$ cat config.mk
export PLATFORM = sky130hd
export DESIGN_NAME = ppp_ctrl
export DESIGN_NICKNAME = d
export VERILOG_FILES = /design/src/hw/ppp_pkg.sv /design/src/hw/ppp_page_buf.sv /design/src/hw/ppp_ctrl.sv
export SDC_FILE = /design/constraint.sdc
export NUM_CORES = 1
export LEC_CHECK = 0
export BUFFER_PORTS_ARGS = -buffer_cell sky130_fd_sc_hd__buf_2
export CELL_PAD_IN_SITES_DETAIL_PLACEMENT = 2
export CELL_PAD_IN_SITES_GLOBAL_PLACEMENT = 2
export CORE_MARGIN = 1
export CORE_UTILIZATION = 39
export CTS_CLUSTER_DIAMETER = 80
export DETAILED_ROUTE_END_ITERATION = 10
export PLACE_DENSITY = 0.81
export SLEW_MARGIN = 20
export SYNTH_ARGS = -nofsm -noshare
export SYNTH_HDL_FRONTEND = slang
export SYNTH_SLANG_ARGS = --single-unit
$ cat constraint.sdc
create_clock -name i_clk -period 4.2 [get_ports i_clk]
set_input_delay 1.26 -clock i_clk [delete_from_list [all_inputs] [get_ports i_clk]]
set_output_delay 1.26 -clock i_clk [all_outputs]
set_load 0.01 [all_outputs]
$ cat src/hw/ppp_pkg.sv
// Constants and types for the parallel PROM programmer controller.
// Assumes a 10 MHz system clock.
package ppp_pkg;
    localparam int          CLK_HZ          = 10_000_000;
    localparam int          PULSE_NS        = 100_000;
    localparam int          PULSE_CYC       = (PULSE_NS * (CLK_HZ / 1_000_000)
                                               + 999) / 1000;
    localparam int          SETUP_CYC       = 2;
    localparam int          MAX_TRIES       = 10;
    localparam int          PAGE_BYTES      = 4;
    localparam int          ADDR_W          = 17;
    localparam int          DATA_W          = 8;
    localparam logic [16:0] LAST_ADDR       = 17'h0efff;
    localparam logic [7:0]  ERASED_BYTE     = 8'hff;
    localparam logic [3:0]  TRY_RST         = 4'h0;

    typedef enum logic [1:0] {
        PPP_OP_READ,
        PPP_OP_BYTE,
        PPP_OP_PAGE
    } ppp_op_t;

    typedef enum logic [3:0] {
        PPP_IDLE,
        PPP_LATCH,
        PPP_LATCH_GAP,
        PPP_PULSE,
        PPP_RECOVER,
        PPP_VERIFY,
        PPP_SAMPLE,
        PPP_DONE
    } ppp_state_t;
endpackage : ppp_pkg

$ cat src/hw/ppp_page_buf.sv
// Four-byte page buffer with registered read data.
// Assumes the controller writes before reading back.
`timescale 1ns/1ps
`default_nettype none
module ppp_page_buf #(
    parameter int DEPTH = 4,
    parameter int WIDTH = 8
) (
    input  wire logic                     i_clk,
    input  wire logic                     i_we,
    input  wire logic [$clog2(DEPTH)-1:0] i_waddr,
    input  wire logic [WIDTH-1:0]         i_wdata,
    input  wire logic [$clog2(DEPTH)-1:0] i_raddr,
    output logic      [WIDTH-1:0]         o_rdata
);
    logic [WIDTH-1:0] mem_q [DEPTH];

    always_ff @(posedge i_clk) begin
        if (i_we) begin
            mem_q[i_waddr] <= i_wdata;
        end
        o_rdata <= mem_q[i_raddr];
    end
endmodule : ppp_page_buf
`default_nettype wire

$ cat src/hw/ppp_ctrl.sv
// Host-side controller that drives a PROM through its parallel pins.
// Assumes supply levels are applied by the caller, pins synchronous.
`timescale 1ns/1ps
`default_nettype none
// Function
// - Hold reset low, require supply level
// - Latch page: chip high, strobe high, oe low
// - One pulse, chip and oe high
// - Byte write: chip low, oe high, pulse
// - Retry write and verify at most ten
// - Refuse writes past last address
// - Read presents seventeen address bits
module ppp_ctrl
    import ppp_pkg::*;
#(
    parameter int PULSE_CYCLES = ppp_pkg::PULSE_CYC,
    parameter int TRIES        = ppp_pkg::MAX_TRIES
) (
    input  wire logic                  i_clk,
    input  wire logic                  i_rstn,
    input  wire logic                  i_supply_ok,
    input  wire logic                  i_start,
    input  wire ppp_pkg::ppp_op_t      i_op,
    input  wire logic [16:0]           i_addr,
    input  wire logic [31:0]           i_wdata,
    output logic                       o_busy,
    output logic                       o_done,
    output logic                       o_ok,
    output logic                       o_refused,
    output logic                       o_erased,
    output logic [7:0]                 o_rdata,
    output logic                       o_reset_n,
    output logic                       o_chip_sel_n,
    output logic                       o_out_en_n,
    output logic                       program_strobe_n,
    output logic [16:0]                prom_address_bus,
    output logic [7:0]                 prom_data_bus_o,
    output logic                       prom_data_bus_oe,
    input  wire logic [7:0]            prom_data_bus_i
);
    import ppp_pkg::*;

    ////////////////////////////////////////////////////////////////////////
    // State
    ppp_state_t  st_q,    st_d;
    ppp_op_t     op_q,    op_d;
    logic [16:0] base_q,  base_d;
    logic [31:0] wd_q,    wd_d;
    logic [1:0]  idx_q,   idx_d;
    logic [3:0]  try_q,   try_d;
    logic [15:0] cnt_q,   cnt_d;
    logic        bad_q,   bad_d;
    logic        done_q,  done_d;
    logic        ok_q,    ok_d;
    logic        ref_q,   ref_d;
    logic [7:0]  rd_q,    rd_d;
    logic        cs_q,    cs_d;
    logic        oe_q,    oe_d;
    logic        pg_q,    pg_d;
    logic        drv_q,   drv_d;
    logic [16:0] ad_q,    ad_d;
    logic [7:0]  dq_q,    dq_d;
    logic [7:0]  buf_rd;

    function automatic logic [7:0] pick(input logic [31:0] w,
                                        input logic [1:0] i);
        pick = w[8*i +: 8];
    endfunction : pick

    ppp_page_buf #(.DEPTH(PAGE_BYTES), .WIDTH(DATA_W)) u_buf (
        .i_clk   (i_clk),
        .i_we    (st_q == PPP_SAMPLE),
        .i_waddr (idx_q),
        .i_wdata (prom_data_bus_i),
        .i_raddr (idx_q),
        .o_rdata (buf_rd)
    );

    ////////////////////////////////////////////////////////////////////////
    // Next state
    always_comb begin
        st_d = st_q; op_d = op_q; base_d = base_q; wd_d = wd_q;
        idx_d = idx_q; try_d = try_q; cnt_d = cnt_q; bad_d = bad_q;
        done_d = 1'b0; ok_d = ok_q; ref_d = 1'b0; rd_d = rd_q;
        cs_d = 1'b1; oe_d = 1'b1; pg_d = 1'b1; drv_d = 1'b0;
        ad_d = ad_q; dq_d = dq_q;
        case (st_q)
            PPP_IDLE: begin
                if (i_start && i_supply_ok) begin
                    if (i_op != PPP_OP_READ && (i_addr > LAST_ADDR ||
                        (i_op == PPP_OP_PAGE &&
                         i_addr + 17'h3 > LAST_ADDR))) begin
                        ref_d = 1'b1;
                        done_d = 1'b1;
                    end else begin
                        op_d = i_op; base_d = i_addr; wd_d = i_wdata;
                        idx_d = 2'h0; try_d = TRY_RST; bad_d = 1'b0;
                        cnt_d = 16'(SETUP_CYC);
                        ad_d = i_addr;
                        st_d = (i_op == PPP_OP_PAGE) ? PPP_LATCH :
                               (i_op == PPP_OP_BYTE) ? PPP_PULSE
                                                     : PPP_VERIFY;
                        if (i_op == PPP_OP_BYTE) begin
                            cnt_d = 16'(PULSE_CYCLES);
                            dq_d = pick(i_wdata, 2'h0);
                        end
                    end
                end else if (i_start) begin
                    ref_d = 1'b1;
                    done_d = 1'b1;
                end
            end
            PPP_LATCH: begin
                cs_d = 1'b1; oe_d = 1'b0; pg_d = 1'b1; drv_d = 1'b1;
                ad_d = base_q + 17'(idx_q);
                dq_d = pick(wd_q, idx_q);
                cnt_d = cnt_q - 16'h1;
                if (cnt_q == 16'h0) begin
                    st_d = PPP_LATCH_GAP;
                end
            end
            PPP_LATCH_GAP: begin
                cnt_d = 16'(SETUP_CYC);
                if (idx_q == 2'(PAGE_BYTES - 1)) begin
                    idx_d = 2'h0;
                    cnt_d = 16'(PULSE_CYCLES);
                    st_d = PPP_PULSE;
                end else begin
                    idx_d = idx_q + 2'h1;
                    st_d = PPP_LATCH;
                end
            end
            PPP_PULSE: begin
                pg_d = 1'b0;
                cs_d = (op_q == PPP_OP_PAGE);
                oe_d = 1'b1;
                drv_d = (op_q == PPP_OP_BYTE);
                cnt_d = cnt_q - 16'h1;
                if (cnt_q == 16'h1) begin
                    try_d = try_q + 4'h1;
                    cnt_d = 16'(SETUP_CYC);
                    st_d = PPP_RECOVER;
                end
            end
            PPP_RECOVER: begin
                cnt_d = 16'(SETUP_CYC);
                idx_d = 2'h0;
                bad_d = 1'b0;
                st_d = PPP_VERIFY;
            end
            PPP_VERIFY: begin
                cs_d = 1'b0; oe_d = 1'b0; pg_d = 1'b1;
                ad_d = base_q + 17'(idx_q);
                cnt_d = cnt_q - 16'h1;
                if (cnt_q == 16'h0) begin
                    st_d = PPP_SAMPLE;
                end
            end
            PPP_SAMPLE: begin
                rd_d = prom_data_bus_i;
                if (op_q != PPP_OP_READ &&
                    prom_data_bus_i != pick(wd_q, idx_q)) begin
                    bad_d = 1'b1;
                end
                cnt_d = 16'(SETUP_CYC);
                if (op_q != PPP_OP_PAGE || idx_q == 2'(PAGE_BYTES - 1)) begin
                    st_d = PPP_DONE;
                end else begin
                    idx_d = idx_q + 2'h1;
                    st_d = PPP_VERIFY;
                end
            end
            PPP_DONE: begin
                if (bad_q && try_q < 4'(TRIES)) begin
                    idx_d = 2'h0;
                    cnt_d = 16'(SETUP_CYC);
                    st_d = (op_q == PPP_OP_PAGE) ? PPP_LATCH : PPP_PULSE;
                    if (op_q == PPP_OP_BYTE) begin
                        cnt_d = 16'(PULSE_CYCLES);
                    end
                end else begin
                    ok_d = !bad_q;
                    done_d = 1'b1;
                    st_d = PPP_IDLE;
                end
            end
            default: st_d = PPP_IDLE;
        endcase
    end

    always_ff @(posedge i_clk or negedge i_rstn) begin
        if (!i_rstn) begin
            st_q <= PPP_IDLE; op_q <= PPP_OP_READ; base_q <= '0;
            wd_q <= '0; idx_q <= '0; try_q <= TRY_RST; cnt_q <= '0;
            bad_q <= 1'b0; done_q <= 1'b0; ok_q <= 1'b0; ref_q <= 1'b0;
            rd_q <= '0; cs_q <= 1'b1; oe_q <= 1'b1; pg_q <= 1'b1;
            drv_q <= 1'b0; ad_q <= '0; dq_q <= '0;
        end else begin
            st_q <= st_d; op_q <= op_d; base_q <= base_d; wd_q <= wd_d;
            idx_q <= idx_d; try_q <= try_d; cnt_q <= cnt_d;
            bad_q <= bad_d; done_q <= done_d; ok_q <= ok_d;
            ref_q <= ref_d; rd_q <= rd_d; cs_q <= cs_d; oe_q <= oe_d;
            pg_q <= pg_d; drv_q <= drv_d; ad_q <= ad_d; dq_q <= dq_d;
        end
    end

    ////////////////////////////////////////////////////////////////////////
    // Outputs
    assign o_busy           = (st_q != PPP_IDLE);
    assign o_done           = done_q;
    assign o_ok             = ok_q;
    assign o_refused        = ref_q;
    assign o_rdata          = rd_q;
    assign o_erased         = (rd_q == ERASED_BYTE);
    assign o_reset_n        = 1'b0;
    assign o_chip_sel_n     = cs_q;
    assign o_out_en_n       = oe_q;
    assign program_strobe_n = pg_q;
    assign prom_address_bus = ad_q;
    assign prom_data_bus_o  = dq_q;
    assign prom_data_bus_oe = drv_q;
endmodule : ppp_ctrl
`default_nettype wire

==> impl_metrics.yaml <==
worst_setup_path:
  crit_path_start_kind: "input pin"
  end_kind: "flop"
  worstPathArrival_ns: 4.33
  cp.required_ns: 4.55
  r2r-start: "st_q[0]"
  path_cells: "buf_2 > inv_1 > ha_1 > nand4b_1 > xnor2_1 > a31oi_1 > or4b_1 > o21ai_2 > nand2b_4 > a211o_1 > mux2i_1"
  crit_fanout: 24
  critPathSlowestCell: "or4b_1"
  critPathKind: "in2reg"
  critPathLaunch: "i_addr[0]"
  cpPeakStageDelay_ns: 0.64
final_layout:
  final_layout_size_suffix_gt1_share_pct: 31.88
  syn2layout_area_growth_pct: 21.29
  final_nets: 776
  num_antenna_cells: 0
  nFillCells: 1628
routing:
  wl_per_cell_um: 24.06
  ant_nets: 0
  drtPass1Iterations: 4
  wl_um: 22210
  drt_iter0_drc: 216
  num_vias: 5235
  drc_errors: 0
  routed_via_density: 5.672
power_and_ir_drop:
  clockPowerShare_pct: 24.6
  power.density_mw_per_mm2: 813.9
  power_switching_mw: 2.502
  p_sw_share_pct: 40.61
  irDropWorstVdd_mv: 0.3535
  power_mw: 6.162
  seqPwrFrac_pct: 35.4
  pwr-share-comb_pct: 40.0
  p_leak_nw: 3.363
  internal-power_mw: 3.660
clock_tree:
  clock_latency_ns: 0.43
  cts_sinks: 117
  cts_setup_buffers: 0
  cts_buffers: 17
  cts.clk_slew.worst_paths_ns: 0.06
  h-tree-depth: 4
  cts-root-buf: "clkbuf_16"
  tritoncts: "done"
  cts.path.max_buffers: 2
floorplanning:
  die_h_um: 128.5
  rows: 45
  start_util_pct: 40.46
  ioPinCount: 106
  core_mm2: 0.01543
  die_width_um: 128.5
  die_area_mm2: 0.01652
timing:
  hold_viol_final: 0
  relSlewSlack_pct: 39.62
  slew_violations: 0
  worstMarginPinSlew_ns: 0.9057
  fin_skew_ns: 0.006250
  rsz0062_at_grt: "false"
  post-route-period-util_pct: 94.75
  setup_violations: 0
  fmaxAchievable_mhz: 251.3
  tns_ns: 0
  period_needed_ns: 3.980
global_route:
  antenna_found_initial: 0
  grt_pass1_wl_um: 34460
  grt_pass1_vias: 5964
  grt_overflow: 0
  grt_max_degree: 49
  grt_use_total_pct: 28.42
placed_design:
  detailed_place_hpwl_um: 14650
  gp_congestion: 0.8251
  io_buffers: 104
logic_synthesis:
  async_flop_share_pct: 100.0
  syn-num-nets: 670
  syn_area_mm2: 0.006242
  avgSynthCellArea_um2: 10.53
  ys_warn_count: 0
  synth_edf_count: 0
  syn_inst: 593
  yosysUniqueCellTypes: 73
  ys_seq_area_share_pct: 46.96
  synth_top_flop_cell: "dfrtp_1"
  synth_seq_cells: 117
run_status:
  status: "finished clean"
hold_path:
  min_path_type: "reg2reg"
  min_from: "o_ok"
flow_run:
  cap_viol_max_count: 0
## worst paths after layout
path                       depth (start not counted)      endpoint  slack (ns)
min reg2reg                                        2          o_ok        0.48
min                                                2          o_ok        0.48
max in group asynchronous                          2  o_chip_sel_n        2.59
max                                               11      idx_q[0]        0.22
min in group asynchronous                          1      cnt_q[4]        0.84
max reg2reg                                        7      wd_q[24]        0.90
## sequential cells by signal, indices dropped and copies added (netlist names)
name              count
o_done                1
st_q                  3
base_q               17
prom_data_bus_o       8
cnt_q                16
o_out_en_n            1
wd_q                 32
o_chip_sel_n          1
bad_q                 1
o_ok                  1
idx_q                 2
o_refused             1
prom_address_bus     17
o_rdata               8
prom_data_bus_oe      1
program_strobe_n      1
try_q                 4
op_q                  2
## stage by stage
stage          instances  utilization (%)  setup slack (ns)  hold slack, ns  instance area [um2]
5_1_grt              923            49.08            0.1064          0.5220                 7571
4_1_cts              923            49.08            0.1841          0.4934                 7571
3_3_place_gp         891            45.14            0.3405          0.4611                 6964
3_5_place_dp         891            45.14           0.01926          0.4813                 6964
6_report             923            49.08            0.2203          0.4832                 7571
2_1_floorplan        593                -            0.6958          0.4562                 6242
## worst max-delay path: cells and delay by family
family | cells | cell delay, ns
xor+xnor | 1 | 0.25
compound gates | 3 | 0.70
buf+inv | 2 | 0.32
simple gates | 3 | 1.31
mux | 1 | 0.20
fa+ha+maj | 1 | 0.28
## power groups by stage
stage	clock network (mW)	logic, mW	registers (mW)
final	1.52	2.47	2.18
after global routing	1.57	2.68	2.24
after CTS	1.53	2.50	2.17
after detailed placement	0	2.37	2.15
after global placement	0	2.20	2.08
after floorplan	0	1.61	2.05
## layer usage
layer,part of all wire [%],up-vias,track usage [%],routed length [um]
met3,3.3,61,4.491,723
met4,4.1,0,15.02,903
li1,-,2331,-,-
met1,41,2694,32.33,8999
met5,0,-,0,0
met2,52,149,51.29,11580
## placed cells by master (no fill, tap or decap), types with 5 or more instances in the layout
cell | netlist | routed
nand4_1 | 5 | 5
nand2b_1 | 5 | 5
a221o_1 | 5 | 5
inv_1 | 26 | 26
o21ai_0 | 40 | 40
nand3_1 | 14 | 14
a21oi_1 | 16 | 16
o21ai_1 | 6 | 6
mux4_2 | 8 | 8
nor2b_1 | 7 | 7
mux2i_1 | 12 | 12
nor2_1 | 40 | 40
clkinvlp_4 | 0 | 5
o211ai_1 | 8 | 8
nor3_1 | 9 | 9
nor4_1 | 6 | 6
ha_1 | 13 | 13
xor2_1 | 14 | 14
xnor2_1 | 11 | 11
buf_2 | 8 | 103
nand2_1 | 66 | 66
or3_1 | 6 | 6
mux2_2 | 54 | 54
clkbuf_16 | 0 | 17
dfrtp_1 | 114 | 114
buf_4 | 6 | 11
## logic make-up (layout without fill, tap and decap cells)
kind of cell,Yosys count,in the layout,synth area share (%)
buffers and inverters,55,174,4.189
muxes,74,74,14.55
and+or+nand+nor,189,189,15.23
xor gates and xnor gates,25,25,3.508
AOI/OAI and AO/OA,118,118,12.57
other,1,1,0.06007
DFF,117,117,46.96
adders and majority gates,14,14,2.927
## layout make-up
class	instances	area (um2)	share of cell area [%]
Clock inverter	15	181.4	2.396
Timing Repair Buffer	115	618.1	8.164
Sequential cell	117	2932	38.72
Inverter	27	101.3	1.339
Clock buffer	17	425.4	5.619
Tap cell	211	264.0	3.487
Multi-Input combinational cell	421	3049	40.27
## timing repair
action,in CTS,in global routing
setup endpoints to repair,0,1
gates resized for setup,0,1
hold buffers,0,0
## cells in the mapped netlist, drive strengths merged, types with 9 or more instances
cell    instances  share of area (%)
a21oi          17                1.4
buf            17                1.9
clkbuf         11               0.66
dfrtp         114                 46
ha             13                2.6
inv            26                1.6
mux2           54                9.7
mux2i          12                1.9
nand2          67                4.1
nand3          14                1.1
nor2           40                2.4
nor3            9               0.72
o21ai          49                4.1
xnor2          11                1.5
xor2           14                2.0
Power figures use the tool's default switching activity.
